--- config.mk ---
export PLATFORM = sky130hd
export DESIGN_NAME = dsc_top
export DESIGN_NICKNAME = d
export VERILOG_FILES = /design/src/dsc_pkg.sv /design/src/dsc_param_reg.sv /design/src/dsc_top.sv
export SDC_FILE = /design/constraint.sdc
export NUM_CORES = 1
export LEC_CHECK = 0
export BUFFER_PORTS_ARGS = -buffer_cell sky130_fd_sc_hd__buf_2
export CORE_ASPECT_RATIO = 0.7
export CORE_MARGIN = 2
export CORE_UTILIZATION = 45
export DETAILED_ROUTE_END_ITERATION = 10
export PLACE_DENSITY = 0.68
export SYNTH_ARGS = -nofsm -noshare
export SYNTH_HDL_FRONTEND = slang
export SYNTH_SLANG_ARGS = --single-unit
--- constraint.sdc ---
create_clock -name clk_i -period 3.82 [get_ports clk_i]
set_input_delay 0.382 -clock clk_i [delete_from_list [all_inputs] [get_ports clk_i]]
set_output_delay 0.382 -clock clk_i [all_outputs]
set_load 0.02 [all_outputs]
--- src/dsc_pkg.sv ---
// Contract
// - in speed control the speed reference comes from none (0), the analog input (1) or the setpoint parameter (2).
// - a lost mains phase raises the fault class held in the phase-loss response, coded 1 to 3.
// - an excessive following error raises the class in the following-error response, coded 1 to 3, default 3.
// - ground-fault monitoring runs when its enable is 1 (default) and is suppressed at 0.
// - mains phase monitoring is active when its enable is 1 (default) and inactive at 0.
// - the following error is the position-loop deviation minus the speed-dependent deviation.
// - the following-error limit is a 32-bit value in 0.0001 rev, accepting 1 to 2000000, default 10000.
// - soft limit select: 0 none (default), 1 positive, 2 negative, 3 both directions.
// - soft position limits are checked only while the homing-done flag is 1.
// - the setpoint parameter is a signed speed of -30000 to 30000 rpm, further limited by the maximum speed.
package dsc_pkg;
  // ****************************************
  // parameter addresses
  // ****************************************
  localparam logic [15:0] DSC_ADR_PHASE = 16'h0514;
  localparam logic [15:0] DSC_ADR_FOLLOW = 16'h0516;
  localparam logic [15:0] DSC_ADR_LINE = 16'h051E;
  localparam logic [15:0] DSC_ADR_GROUND = 16'h0520;
  localparam logic [15:0] DSC_ADR_SOFTLIM = 16'h0606;
  localparam logic [15:0] DSC_ADR_FELIM = 16'h121C;
  localparam logic [15:0] DSC_ADR_SPDSRC = 16'h1B22;
  localparam logic [15:0] DSC_ADR_SPDSET = 16'h2108;
  // ****************************************
  // reset values and ranges
  // ****************************************
  localparam logic [15:0] DSC_RST_PHASE = 16'h0002;
  localparam logic [15:0] DSC_RST_FOLLOW = 16'h0003;
  localparam logic [15:0] DSC_RST_LINE = 16'h0001;
  localparam logic [15:0] DSC_RST_GROUND = 16'h0001;
  localparam logic [15:0] DSC_RST_SOFTLIM = 16'h0000;
  localparam logic [31:0] DSC_RST_FELIM = 32'h00002710;
  localparam logic [15:0] DSC_RST_SPDSRC = 16'h0000;
  localparam logic [15:0] DSC_RST_SPDSET = 16'h0000;
  localparam logic signed [32:0] DSC_CLS_MIN = 33'sh000000001;
  localparam logic signed [32:0] DSC_CLS_MAX = 33'sh000000003;
  localparam logic signed [32:0] DSC_BIT_MIN = 33'sh000000000;
  localparam logic signed [32:0] DSC_BIT_MAX = 33'sh000000001;
  localparam logic signed [32:0] DSC_SEL_MAX = 33'sh000000003;
  localparam logic signed [32:0] DSC_SRC_MAX = 33'sh000000002;
  localparam logic signed [32:0] DSC_FELIM_MIN = 33'sh000000001;
  localparam logic signed [32:0] DSC_FELIM_MAX = 33'sh0001E8480;
  localparam logic signed [32:0] DSC_SPD_MIN = -33'sh000007530;
  localparam logic signed [32:0] DSC_SPD_MAX = 33'sh000007530;
  // soft limit select bit positions
  localparam int DSC_SL_POS_BIT = 0;
  localparam int DSC_SL_NEG_BIT = 1;
  // ****************************************
  // types
  // ****************************************
  typedef enum logic [1:0]
  {
    DSC_SRC_NONE = 2'b00,
    DSC_SRC_ANALOG = 2'b01,
    DSC_SRC_PARAM = 2'b10
  } dsc_speed_src_e;
  typedef struct packed
  {
    logic rd;
    logic wr;
    logic [15:0] addr;
    logic [31:0] wdata;
  } dsc_req_s;
  typedef struct packed
  {
    logic ack;
    logic err;
    logic [31:0] rdata;
  } dsc_rsp_s;
  typedef struct packed
  {
    logic phase_loss;
    logic follow_err;
    logic ground;
    logic [1:0] cls;
  } dsc_fault_s;
endpackage

--- src/dsc_param_reg.sv ---
`timescale 1ns/1ps
module dsc_param_reg
  import dsc_pkg::*;
#(
  parameter int W = 16,
  parameter logic [W-1:0] RST = '0,
  parameter logic signed [32:0] MINV = 33'sh000000000,
  parameter logic signed [32:0] MAXV = 33'sh000000001,
  parameter bit SGN = 1'b0
)
(
  input wire logic clk_i, // system clock
  input wire logic reset_n_i, // async reset, active low
  input wire logic wr_i, // write strobe for this parameter
  input wire logic [31:0] wdata_i, // write data
  output logic ok_o, // write data lies in range
  output logic [W-1:0] value_o // stored value
);
  wire logic fill = SGN ? wdata_i[W-1] : 1'b0;
  wire logic signed [32:0] ext = {{(33-W){fill}}, wdata_i[W-1:0]};
  // out-of-range writes are refused and the old value kept
  assign ok_o = (ext >= MINV) && (ext <= MAXV);
  always_ff @(posedge clk_i or negedge reset_n_i)
  begin
    if (!reset_n_i)
      value_o <= RST;
    else if (wr_i && ok_o)
      value_o <= wdata_i[W-1:0];
  end
endmodule

--- src/dsc_top.sv ---
`timescale 1ns/1ps
module dsc_top
  import dsc_pkg::*;
(
  input wire logic clk_i, // 20 MHz clock
  input wire logic reset_n_i, // async reset, active low
  input wire dsc_req_s param_req_i, // parameter access request
  output dsc_rsp_s param_rsp_o, // parameter access answer
  input wire logic speed_mode_i, // speed control mode active
  input wire logic signed [15:0] analog_input_one_i, // analog ref, rpm
  input wire logic [15:0] max_speed_i, // configured max speed, rpm
  input wire logic phase_loss_i, // one mains phase missing
  input wire logic ground_fault_i, // ground fault detected
  input wire logic signed [31:0] pos_deviation_i, // position deviation
  input wire logic signed [31:0] speed_deviation_i, // speed part
  input wire logic homing_done_i, // homing completed
  input wire logic signed [31:0] pos_actual_i, // actual position
  input wire logic signed [31:0] soft_limit_positive_i, // pos limit
  input wire logic signed [31:0] soft_limit_negative_i, // neg limit
  output logic signed [15:0] speed_ref_o, // speed reference, rpm
  output logic signed [32:0] following_error_o, // following error
  output dsc_fault_s fault_o, // raised faults and class
  output logic limit_pos_hit_o, // positive soft limit passed
  output logic limit_neg_hit_o // negative soft limit passed
);
  // ****************************************
  // parameter decode
  // ****************************************
  wire logic hit_phase = param_req_i.addr == DSC_ADR_PHASE;
  wire logic hit_follow = param_req_i.addr == DSC_ADR_FOLLOW;
  wire logic hit_line = param_req_i.addr == DSC_ADR_LINE;
  wire logic hit_ground = param_req_i.addr == DSC_ADR_GROUND;
  wire logic hit_softlim = param_req_i.addr == DSC_ADR_SOFTLIM;
  wire logic hit_felim = param_req_i.addr == DSC_ADR_FELIM;
  wire logic hit_spdsrc = param_req_i.addr == DSC_ADR_SPDSRC;
  wire logic hit_spdset = param_req_i.addr == DSC_ADR_SPDSET;
  wire logic hit_any = hit_phase | hit_follow | hit_line | hit_ground |
    hit_softlim | hit_felim | hit_spdsrc | hit_spdset;
  wire logic wr = param_req_i.wr;
  logic ok_phase;
  logic ok_follow;
  logic ok_line;
  logic ok_ground;
  logic ok_softlim;
  logic ok_felim;
  logic ok_spdsrc;
  logic ok_spdset;
  logic [15:0] phase_loss_response;
  logic [15:0] following_error_response;
  logic [15:0] line_phase_monitor_enable;
  logic [15:0] ground_fault_monitor_enable;
  logic [15:0] soft_limit_select;
  logic [31:0] following_error_limit;
  logic [15:0] speed_source_select;
  logic [15:0] speed_setpoint;
  // ****************************************
  // parameter storage
  // ****************************************
  dsc_param_reg #(.W(16), .RST(DSC_RST_PHASE), .MINV(DSC_CLS_MIN),
    .MAXV(DSC_CLS_MAX), .SGN(1'b0)) u_phase
  (
    .clk_i(clk_i), .reset_n_i(reset_n_i), .wr_i(wr && hit_phase),
    .wdata_i(param_req_i.wdata), .ok_o(ok_phase),
    .value_o(phase_loss_response)
  );
  dsc_param_reg #(.W(16), .RST(DSC_RST_FOLLOW), .MINV(DSC_CLS_MIN),
    .MAXV(DSC_CLS_MAX), .SGN(1'b0)) u_follow
  (
    .clk_i(clk_i), .reset_n_i(reset_n_i), .wr_i(wr && hit_follow),
    .wdata_i(param_req_i.wdata), .ok_o(ok_follow),
    .value_o(following_error_response)
  );
  dsc_param_reg #(.W(16), .RST(DSC_RST_LINE), .MINV(DSC_BIT_MIN),
    .MAXV(DSC_BIT_MAX), .SGN(1'b0)) u_line
  (
    .clk_i(clk_i), .reset_n_i(reset_n_i), .wr_i(wr && hit_line),
    .wdata_i(param_req_i.wdata), .ok_o(ok_line),
    .value_o(line_phase_monitor_enable)
  );
  dsc_param_reg #(.W(16), .RST(DSC_RST_GROUND), .MINV(DSC_BIT_MIN),
    .MAXV(DSC_BIT_MAX), .SGN(1'b0)) u_ground
  (
    .clk_i(clk_i), .reset_n_i(reset_n_i), .wr_i(wr && hit_ground),
    .wdata_i(param_req_i.wdata), .ok_o(ok_ground),
    .value_o(ground_fault_monitor_enable)
  );
  dsc_param_reg #(.W(16), .RST(DSC_RST_SOFTLIM), .MINV(DSC_BIT_MIN),
    .MAXV(DSC_SEL_MAX), .SGN(1'b0)) u_softlim
  (
    .clk_i(clk_i), .reset_n_i(reset_n_i), .wr_i(wr && hit_softlim),
    .wdata_i(param_req_i.wdata), .ok_o(ok_softlim),
    .value_o(soft_limit_select)
  );
  dsc_param_reg #(.W(32), .RST(DSC_RST_FELIM), .MINV(DSC_FELIM_MIN),
    .MAXV(DSC_FELIM_MAX), .SGN(1'b0)) u_felim
  (
    .clk_i(clk_i), .reset_n_i(reset_n_i), .wr_i(wr && hit_felim),
    .wdata_i(param_req_i.wdata), .ok_o(ok_felim),
    .value_o(following_error_limit)
  );
  dsc_param_reg #(.W(16), .RST(DSC_RST_SPDSRC), .MINV(DSC_BIT_MIN),
    .MAXV(DSC_SRC_MAX), .SGN(1'b0)) u_spdsrc
  (
    .clk_i(clk_i), .reset_n_i(reset_n_i), .wr_i(wr && hit_spdsrc),
    .wdata_i(param_req_i.wdata), .ok_o(ok_spdsrc),
    .value_o(speed_source_select)
  );
  dsc_param_reg #(.W(16), .RST(DSC_RST_SPDSET), .MINV(DSC_SPD_MIN),
    .MAXV(DSC_SPD_MAX), .SGN(1'b1)) u_spdset
  (
    .clk_i(clk_i), .reset_n_i(reset_n_i), .wr_i(wr && hit_spdset),
    .wdata_i(param_req_i.wdata), .ok_o(ok_spdset),
    .value_o(speed_setpoint)
  );
  // ****************************************
  // access answer
  // ****************************************
  wire logic ok_sel = (hit_phase & ok_phase) | (hit_follow & ok_follow) |
    (hit_line & ok_line) | (hit_ground & ok_ground) |
    (hit_softlim & ok_softlim) | (hit_felim & ok_felim) |
    (hit_spdsrc & ok_spdsrc) | (hit_spdset & ok_spdset);
  wire logic [31:0] rd_mux =
    hit_phase ? {16'h0000, phase_loss_response} :
    hit_follow ? {16'h0000, following_error_response} :
    hit_line ? {16'h0000, line_phase_monitor_enable} :
    hit_ground ? {16'h0000, ground_fault_monitor_enable} :
    hit_softlim ? {16'h0000, soft_limit_select} :
    hit_felim ? following_error_limit :
    hit_spdsrc ? {16'h0000, speed_source_select} :
    hit_spdset ? {{16{speed_setpoint[15]}}, speed_setpoint} : 32'h00000000;
  wire logic req_any = param_req_i.rd | param_req_i.wr;
  wire logic req_err = !hit_any || (param_req_i.wr && !ok_sel);
  dsc_rsp_s rsp_next;
  assign rsp_next.ack = req_any;
  assign rsp_next.err = req_any && req_err;
  assign rsp_next.rdata = (param_req_i.rd && hit_any) ? rd_mux : 32'h00000000;
  // ****************************************
  // speed reference
  // ****************************************
  wire dsc_speed_src_e src = dsc_speed_src_e'(speed_source_select[1:0]);
  wire logic signed [16:0] max_pos = {1'b0, max_speed_i};
  wire logic signed [16:0] max_neg = -max_pos;
  wire logic signed [16:0] set_ext = {speed_setpoint[15], speed_setpoint};
  wire logic signed [16:0] set_lim = (set_ext > max_pos) ? max_pos :
    (set_ext < max_neg) ? max_neg : set_ext;
  logic signed [15:0] speed_ref_next;
  always_comb
  begin
    speed_ref_next = 16'sh0000;
    if (speed_mode_i)
    begin
      unique case (src)
        DSC_SRC_NONE: speed_ref_next = 16'sh0000;
        DSC_SRC_ANALOG: speed_ref_next = analog_input_one_i;
        DSC_SRC_PARAM: speed_ref_next = set_lim[15:0];
        default: speed_ref_next = 16'sh0000;
      endcase
    end
  end
  // ****************************************
  // supervision
  // ****************************************
  wire logic signed [32:0] fe_diff = {pos_deviation_i[31], pos_deviation_i} -
    {speed_deviation_i[31], speed_deviation_i};
  wire logic [32:0] fe_mag = fe_diff[32] ? 33'(-fe_diff) : 33'(fe_diff);
  wire logic fe_over = fe_mag > {1'b0, following_error_limit};
  wire logic ph_evt = line_phase_monitor_enable[0] &&
    phase_loss_i;
  wire logic gnd_evt = ground_fault_monitor_enable[0] &&
    ground_fault_i;
  wire logic [1:0] ph_cls = ph_evt ? phase_loss_response[1:0] :
    2'h0;
  wire logic [1:0] fe_cls = fe_over ? following_error_response[1:0] :
    2'h0;
  dsc_fault_s fault_next;
  assign fault_next.phase_loss = ph_evt;
  assign fault_next.follow_err = fe_over;
  assign fault_next.ground = gnd_evt;
  assign fault_next.cls = (ph_cls > fe_cls) ? ph_cls : fe_cls;
  wire logic lim_on = homing_done_i;
  wire logic pos_next = lim_on && soft_limit_select[DSC_SL_POS_BIT] &&
    (pos_actual_i > soft_limit_positive_i);
  wire logic neg_next = lim_on && soft_limit_select[DSC_SL_NEG_BIT] &&
    (pos_actual_i < soft_limit_negative_i);
  // ****************************************
  // output registers
  // ****************************************
  always_ff @(posedge clk_i or negedge reset_n_i)
  begin
    if (!reset_n_i)
    begin
      param_rsp_o <= '0;
      speed_ref_o <= 16'sh0000;
      following_error_o <= 33'sh000000000;
      fault_o <= '0;
      limit_pos_hit_o <= 1'b0;
      limit_neg_hit_o <= 1'b0;
    end
    else
    begin
      param_rsp_o <= rsp_next;
      speed_ref_o <= speed_ref_next;
      following_error_o <= fe_diff;
      fault_o <= fault_next;
      limit_pos_hit_o <= pos_next;
      limit_neg_hit_o <= neg_next;
    end
  end
endmodule

After elaboration in Yosys (flattened, before gate mapping). Index checks and enable logic that the tools add are counted.

Word-level logic and storage cells: 121. Register bits: 234. Bits of input ports: 248. Output and inout port bits: 90.

Eq/ne operators: 10. Reduce and logical (&&, ||, !) cells: 34. Multiplexer cells: 17. Bitwise gates (word level): 23. Order comparisons: 15. Add/sub/neg operators: 3.

Operator list (count): $mux 32 (9); $eq 16x11->1 const B (5); $mux 16 (3); $gt 33x32->1 (1); $mux 33 (1); $neg 33->33 (1); $sub 32x32->33 (1); $eq 16x13->1 const B (2); $ge 16x1->1 const B (2); $ge 32x1->1 const B (1); $gt 32x32->1 (1); $le 16x2->1 const B (2); $le 32x21->1 const B (1); $lt 32x32->1 (1); $pmux 16 s2 (1); $logic_and 1x1->1 (31); $gt 16x17->1 (1); $lt 16x17->1 (1); $neg 16->17 (1); $eq 16x14->1 const B (1); $ge 16x16->1 const B (1); $le 16x1->1 const B (1); $le 16x16->1 const B (1); $or 1x1->1 (15); 7 further kinds (17).

Logic depth before layout (Yosys ltp). Gate-level depths: netlist (run 1).

Depth in word-level cells: 14. Depth in mapped cells: 32. Gate-level depth less buffers: 31.

Hierarchy. Synthesis (run 1) repeated with hierarchy kept, for this count alone.

Cells, all modules: 1739. Area, all modules: 16722.3 um^2.

By module, submodules not included: dsc_top (cells each 1360, area each 10898.0 um^2, sequential area each 2252.2 um^2, times used 1); dsc_param_reg at u_felim (cells each 88, area each 1366.3 um^2, sequential area each 807.0 um^2, times used 1); dsc_param_reg at u_ground ... (cells each 41, area each 571.8 um^2, sequential area each 401.6 um^2, times used 2); dsc_param_reg at u_spdset (cells each 50, area each 777.0 um^2, sequential area each 400.4 um^2, times used 1); dsc_param_reg at u_softlim (cells each 40, area each 658.1 um^2, sequential area each 400.4 um^2, times used 1); dsc_param_reg at u_follow (cells each 40, area each 645.6 um^2, sequential area each 402.9 um^2, times used 1); dsc_param_reg at u_phase (cells each 40, area each 644.4 um^2, sequential area each 401.6 um^2, times used 1); dsc_param_reg at u_spdsrc (cells each 39, area each 589.3 um^2, sequential area each 400.4 um^2, times used 1).

Worst setup path before layout (run 1). OpenSTA, ideal clock, no wires.

Path kind: input -> register. Start: in pos_deviation_i[0]. End: reg fault_o[0] in the netlist's numbering. Arrival time: 5.922 ns. Stages: 30. Library setup time: 0.067 ns. Slack: -2.168 ns. Required time: 3.753 ns. Path buffers: 0. Cell sequence: inv_1 ha_1 inv_1 fa_1 a211o_1 a211o_1 a2111oi_4 a31oi_1 a31oi_4 or4b_4 or4_4 o41ai_4 xnor2_1 ha_1 a21o_1 a21o_1 a21o_1 a21oi_1 o22ai_1 nor3_1 o41ai_1 o211a_1 o21ai_0 ha_1 nor2_1 nor2_1 a21oi_1 nor2_1 a21oi_1 o31a_1.

RTL lines: start: declaration (RTL line dsc_top.sv:14) `input wire logic signed [31:0] pos_deviation_i,`; end signal: assignment (RTL line dsc_top.sv:204) `fault_o <= fault_next;`; end: declaration (RTL line dsc_top.sv:22) `output dsc_fault_s fault_o,`.

==> flow_metrics.py, run 1 <==
metrics = {
    "run_status": {
        "status": "complete, but fails checks",
        "violations": "setup timing",
    },
    "timing": {
        "min_period_ps": 5630,
        "hold_viol": 0,
        "slew_headroom_pct": 42.8,
        "worst_pin_slew_ps": 858,
        "setup_viol": 3,
        "fin_worst_skew_ps": 11.5,
        "fmax_mhz": 178,
        "rsz0062_at_grt": "yes",
        "timing.final.ws_setup_ps": -1810,
        "finalCritPeriodShare_pct": 147,
        "slew_violations": 0,
    },
    "layout": {
        "layout-area-overhead-vs-synth_pct": 35.1,
        "fin_area_um2": 21700,
        "drive_gt1_share_pct": 33.9,
        "final_cells": 2871,
        "fin_nets": 2786,
        "n_fill_cell": 3069,
    },
    "die": {
        "placeableCoreArea_um2": 34900,
        "row_count": 57,
        "boundaryPins": 338,
        "die_width_um": 230,
        "initial_utilization_pct": 46.0,
        "die_h_um": 162,
        "die_area_um2": 37300,
    },
    "routing": {
        "wire_per_inst_um": 19.5,
        "ant_nets": 0,
        "dr.pass1.iters": 10,
        "drt-vias-per-instance": 5.54,
        "initialDrtViolationCount": 1397,
        "route.detailed.drc": 0,
        "drt-total-wl_mm": 56.1,
        "vias": 15900,
    },
    "min_path": {
        "hp-class": "input port to register",
    },
    "pwr": {
        "seq_power_share_pct": 34.6,
        "leakage_nw": 11.3,
        "clkPwrFrac_pct": 36.5,
        "power.net_switching_w": 0.00227,
        "p_int_w": 0.00518,
        "comb_power_share_pct": 28.9,
        "power-per-cell-area_nw_per_um2": 343,
        "swShare_pct": 30.5,
        "max-vdd-ir-drop_mv": 0.271,
    },
    "critical_path": {
        "cp_slowest_stage_delay_ps": 540,
        "crit_top_cell": "a21o_1",
        "critPathArrivalTime_ps": 6100,
        "cp_slowest_cell": "or4_4",
        "endpoint_kind": "register",
        "cp_max_fo": 4,
        "critPathKind": "input port to register",
        "required_ps": 4290,
        "startpoint_type": "input port",
    },
    "synth": {
        "async_reset_ff_share_pct": 100,
        "ys_top_cells_by_area": "dfrtp_1 (35%), ha_1 (13%), inv_1 (4.2%)",
        "syn_area_per_cell_um2": 9.21,
        "synthCells": 1745,
        "ys_ff_latch": 234,
        "syn-cell-area_um2": 16100,
        "yosysTopAreaCell": "dfrtp_1",
        "ys_types": 88,
        "yosys_warnings": 0,
        "synth_edf_count": 0,
        "synth_common_cells": "dfrtp_1 (224), inv_1 (180), ha_1 (167), a21oi_1 (101), nand2_1 (93)",
        "yosysTopAreaCellShare_pct": 34.9,
        "synth_most_common_cell": "dfrtp_1",
        "yosysSeqAreaShare_pct": 36.5,
        "syn-num-nets": 2161,
        "synthFlopType": "dfrtp_1",
    },
    "grt": {
        "grt_max_degree": 111,
        "grt_pass1_wl_mm": 85.1,
        "grtUsageTotal_pct": 29.1,
        "grt_pass1_vias": 15400,
        "antenna_found_initial": 11,
        "grt_remaining_overflow": 0,
    },
    "cts": {
        "clockBufferDepth": 3,
        "cts.htree.levels": 1,
        "cts_tree": "built",
        "cts_buffers": 26,
        "clk-insertion-delay-late_ps": 540,
        "clockRootBuffer": "clkbuf_16",
        "cts.sinks": 234,
        "clk_pin_slew_worst_paths_ps": 70,
    },
    "placement": {
        "io_buffers": 337,
        "hpwlAfterDp_mm": 45.7,
        "placed_cells": 2805,
        "globalplace.congestion": 0.967,
        "dpl-instance-area_um2": 20600,
    },
    "job": {
        "drv_cap": 0,
    },
}
-- power groups by stage --
stage          sequential, W  clock, W  combinational, W
6_report             0.00258   0.00272           0.00215
5_1_grt              0.00258   0.00286           0.00237
4_1_cts              0.00258   0.00275           0.00213
3_5_place_dp         0.00262         0           0.00211
3_3_place_gp         0.00262         0           0.00205
2_1_floorplan        0.00270         0          0.000987
-- path summary, 6_finish.rpt --
| check | cells past startpoint | start | slack, ps | endpoint |
|---|---|---|---|---|
| max | 31 | pos_deviation_i[0] | -1810 | fault_o[0] |
| min | 3 | analog_input_one_i[7] | 40 | speed_ref_o[7] |
| max reg2reg | 18 | u_felim.value_o[2] | 390 | fault_o[0] |
| min reg2reg | 1 | u_ground.value_o[2] | 490 | u_ground.value_o[2] |
| max in group asynchronous | 3 | reset_n_i | 2260 | u_felim.value_o[4] |
| min in group asynchronous | 2 | reset_n_i | 490 | param_rsp_o[9] |
-- critical path: cells and delay by family --
kind | cells | cell delay, ps
fa+ha+maj | 4 | 860
compound gates | 17 | 3180
simple gates | 6 | 1400
xor+xnor | 1 | 110
buf+inv | 3 | 180
-- cell type report --
type	instances	area [um^2]	share of cell area, %
inverter	180	688	3.17
sequential	234	5870	27.0
tap	472	591	2.72
clock buffer	31	711	3.27
multi-input combinational	1265	9450	43.5
timing repair buffer	663	4170	19.2
clock inverter	17	218	1.00
antenna	9	22.5	0.104
-- state kept, by name, indices dropped and copies added (netlist names) --
register and cells:
fault_o 5, following_error_o 33, limit_neg_hit_o 1, limit_pos_hit_o 1, param_rsp_o 34, speed_ref_o 16, u_felim.value_o 32, u_follow.value_o 16
u_ground.value_o 16, u_line.value_o 16, u_phase.value_o 16, u_softlim.value_o 16, u_spdset.value_o 16, u_spdsrc.value_o 16
-- cell usage in the layout (no fill, tap or decap), types with 15 or more instances in the layout --
cell type	netlist	routed
buf_2	0	335
buf_4	4	324
dfrtp_1	224	224
inv_1	180	177
ha_1	167	164
a21oi_1	101	99
nand2_1	93	93
o21ai_0	81	80
nor2_1	74	71
a21o_1	63	63
nor2b_1	55	55
and2_1	54	54
nor3_1	49	44
nand3_1	44	43
nand4_1	39	39
xnor2_1	39	37
mux2_2	31	31
a211oi_1	28	27
a222oi_1	27	27
clkbuf_16	0	27
a31oi_1	22	21
o211ai_1	19	19
nor4_1	25	19
o21a_1	17	17
nand2b_1	15	15
a22oi_1	15	15
-- what timing repair did --
action | in CTS | in global routing
hold endpoints to repair | 101 | 0
setup buffers | 7 | 1
hold buffers | 1 | 0
endpoints found under the setup margin | 3 | 10
pin swaps | 2 | 2
cloned | 0 | 0
gates resized for setup | 9 | 15
-- through the flow --
step / total power [W] / setup WS (ps) / utilization, % / hold WS [ps] / setup TNS, ps
final: 0.00745 / -1810 / 62.2 / 43.3 / -4500
after global routing: 0.00781 / -2080 / 62.1 / 47.2 / -5100
after CTS: 0.00746 / -1760 / 61.8 / 26.4 / -4200
after detailed placement: 0.00473 / -2590 / 58.8 / 470 / -10140
after global placement: 0.00468 / -2410 / 58.8 / 467 / -8720
after floorplan: 0.00369 / -1980 / - / 86.4 / -4660
-- cells by family (layout without fill, tap and decap cells) --
family                   Yosys count  count (layout)  share of synthesized area (%)
buffers and inverters            246             891                           5.98
multiplexers                      54              54                           3.70
AO/OA/AOI/OAI                    467             467                           20.2
adder cells (fa/ha/maj)          168             168                           13.1
AND/OR/NAND/NOR                  524             524                           17.6
XOR/XNOR                          52              52                           2.88
flip-flops                       234             234                           36.5
other                              0               9                              0
-- routing by layer --
layer	up-vias	global-route usage, %	share of wire (%)
li1	7623	-	-
met1	7586	41.6	46
met2	626	44.6	44
met3	73	6.36	8.2
met4	6	7.62	2.2
met5	-	0	0.075
Note: power is estimated with default switching activity, not from simulation.
==> inputs of run 2 (changes only) <==
--- a/config.mk
+++ b/config.mk
@@ -10,6 +10,7 @@
 export CORE_MARGIN = 2
 export CORE_UTILIZATION = 45
 export DETAILED_ROUTE_END_ITERATION = 10
+export GPL_TIMING_DRIVEN = 0
 export PLACE_DENSITY = 0.68
 export SYNTH_ARGS = -nofsm -noshare
 export SYNTH_HDL_FRONTEND = slang
==> constraint.sdc (replaced) <==
create_clock -name clk_i -period 3.82 [get_ports clk_i]
set_input_delay 0.573 -clock clk_i [delete_from_list [all_inputs] [get_ports clk_i]]
set_output_delay 0.573 -clock clk_i [all_outputs]
set_load 0.02 [all_outputs]
==> run 2 against run 1 <==
Against the previous run:
- the flow still finishes with violations (setup timing)
- sequential share of layout area rose by 2.5 points
- via count fell by 4.2%
- clock power barely moved
- combinational power fell by 19%
==> flow_metrics.py, run 2 (synthesis gave the netlist of run 1 again) <==
metrics = {
    "run_status": {
        "status": "complete, but fails checks",
        "violations": "setup timing",
    },
    "routing": {
        "drt-total-wl_mm": 54.8,
        "wire_per_inst_um": 20.8,
        "route.detailed.drc": 0,
        "vias": 15300,
        "routed.top_layer": "met5",
        "dr_wl_met3_mm": 4.26,
        "initialDrtViolationCount": 1297,
        "wl_met1_mm": 25.2,
        "drt-vias-per-instance": 5.79,
        "ant_nets": 0,
        "wl_met2_mm": 23.9,
        "dr.pass1.iters": 6,
    },
    "cts": {
        "clk_pin_slew_worst_paths_ps": 60,
        "clockBufferDepth": 3,
        "cts_buffers": 26,
        "hold_buffers": 0,
        "clockRootBuffer": "clkbuf_16",
        "cts.htree.levels": 1,
        "clk-insertion-delay-late_ps": 540,
        "cts.sinks": 234,
        "cts_tree": "built",
    },
    "placement": {
        "placed_cells": 2553,
        "globalplace.congestion": 0.973,
        "hpwlAfterDp_mm": 43.4,
        "post-place-ws_ps": -3510,
        "io_buffers": 334,
    },
    "critical_path": {
        "endpoint_kind": "register",
        "critPathTopFamily": "compound AO/OA/AOI/OAI gates",
        "r2r_slack_ps": 340,
        "crit_top_cell": "a21o_1",
        "critPathKind": "input port to register",
        "cp_slowest_cell": "or4_4",
        "critPathArrivalTime_ps": 6530,
        "cp_max_fo": 6,
        "critPathBufInv": 3,
        "cp_slowest_stage_delay_ps": 540,
        "startpoint_type": "input port",
        "required_ps": 4300,
    },
    "timing": {
        "slew_headroom_pct": 10.2,
        "fin_worst_skew_ps": 8.35,
        "fmax_mhz": 165,
        "worst_pin_slew_ps": 1340,
        "timing.hold.ws_ps": 88.9,
        "timing.final.ws_setup_ps": -2230,
        "setup_viol": 3,
        "finalCritPeriodShare_pct": 158,
        "min_period_ps": 6050,
        "hold_viol": 0,
        "slew_violations": 0,
        "rsz0062_at_grt": "yes",
    },
    "pwr": {
        "leakage_nw": 10.0,
        "max-vdd-ir-drop_mv": 0.293,
        "power-per-cell-area_nw_per_um2": 354,
    },
    "layout": {
        "final_cell_mix": "buf_2 (332), dfrtp_1 (224), inv_1 (175), ha_1 (163), a21oi_1 (99)",
        "drive_gt1_share_pct": 25.0,
        "largest_reg_flops": 34,
        "final_cells": 2632,
        "n_fill_cell": 3143,
        "layout-area-overhead-vs-synth_pct": 23.7,
        "top_regs": "param_rsp_o: 34 flops, following_error_o: 33 flops, u_felim.value_o: 32 flops",
        "fin_util_pct": 56.9,
        "top_register": "param_rsp_o",
        "final_common_cell": "buf_2",
        "fin_nets": 2547,
    },
    "grt": {
        "grtUsageTotal_pct": 28.4,
        "grt_pass1_vias": 14500,
        "grt_max_degree": 119,
        "grt_pass1_wl_mm": 82.8,
        "antenna_found_initial": 9,
        "grt_remaining_overflow": 0,
    },
    "die": {
        "die_area_um2": 37300,
        "row_count": 57,
        "die_width_um": 230,
        "placeableCoreArea_um2": 34900,
        "initial_utilization_pct": 46.0,
        "boundaryPins": 338,
        "die_h_um": 162,
    },
    "min_path": {
        "hp-class": "input port to async pin",
    },
    "job": {
        "drv_cap": 0,
    },
}
## run 2: changes by cell type in the layout (fill, tap and decap cells not counted), sizes merged
cell	previous run	this run
buf	662	370
clkbuf	31	90
clkinv	8	5
clkinvlp	3	1
dlygate4sd3	1	0
## run 2: repair_timing
| item | 4_1_cts | 5_1_grt |
|---|---|---|
| buffers inserted | 8 | 15 |
| pin swaps | 9 | 20 |
| gates resized for setup | 28 | 45 |
| setup endpoints to repair | 29 | 39 |
| cloned | 0 | 0 |
| endpoints found under the hold margin | 0 | 0 |
## run 2: worst paths after layout
kind / from / end / depth (start not counted)
worst max register to register: u_felim.value_o[4] / fault_o[0] / 18
worst min register to register: u_ground.value_o[8] / u_ground.value_o[8] / 1
worst max-delay path: pos_deviation_i[0] / fault_o[0] / 31
worst min-delay path: reset_n_i / param_rsp_o[9] / 2
min in group clk_i: analog_input_one_i[14] / speed_ref_o[14] / 3
max in group asynchronous: reset_n_i / u_felim.value_o[26] / 3
## run 2: worst register-to-register path, cell delays in order (launching register included)
cell and delay (ps):
dfstp_2 570, inv_1 60, ha_1 280, and3_1 150, nand3_1 90, nor4_2 390
nand2b_1 140, nand3b_1 110, a21oi_1 70, o41ai_1 240, o211a_2 330, o21ai_2 110
ha_4 280, nor2_2 100, nor2_1 50, a21oi_2 140, nor2_1 60, a21oi_1 110
o31a_1 150
## run 2: where the power goes
| part | leakage (nW) | internal [W] | switching, W | total, W |
|---|---|---|---|---|
| sequential | 3.09 | 0.00255 | 0.0000251 | 0.00257 |
| clock | 0.447 | 0.00163 | 0.00110 | 0.00273 |
| combinational | 6.48 | 0.000690 | 0.00105 | 0.00174 |
## run 2: metal layers
| layer | up-vias | track usage (%) |
|---|---|---|
| met1 | 7386 | 42.0 |
| met4 | 2 | 8.45 |
| met3 | 73 | 4.78 |
| met5 | - | 0 |
| li1 | 7155 | - |
| met2 | 634 | 42.6 |
## run 2: area by class of cell
type,count,area [um^2],area share (%)
Multi-Input combinational cell,1265,9580,48.2
Sequential cell,234,5870,29.5
Timing Repair Buffer,359,1920,9.65
Clock buffer,36,739,3.72
Inverter,180,688,3.46
Tap cell,472,591,2.97
Buffer,65,305,1.53
Clock inverter,12,178,0.893
Antenna cell,9,22.5,0.113
## run 2: per-stage QoR
step | area (um^2) | total power [W] | setup TNS, ps
6_report | 19900 | 0.00704 | -5300
5_1_grt | 19900 | 0.00738 | -5960
4_1_cts | 19600 | 0.00705 | -5070
3_5_place_dp | 18500 | 0.00429 | -38300
3_3_place_gp | 18500 | 0.00424 | -497370
2_1_floorplan | 16200 | 0.00369 | -5240
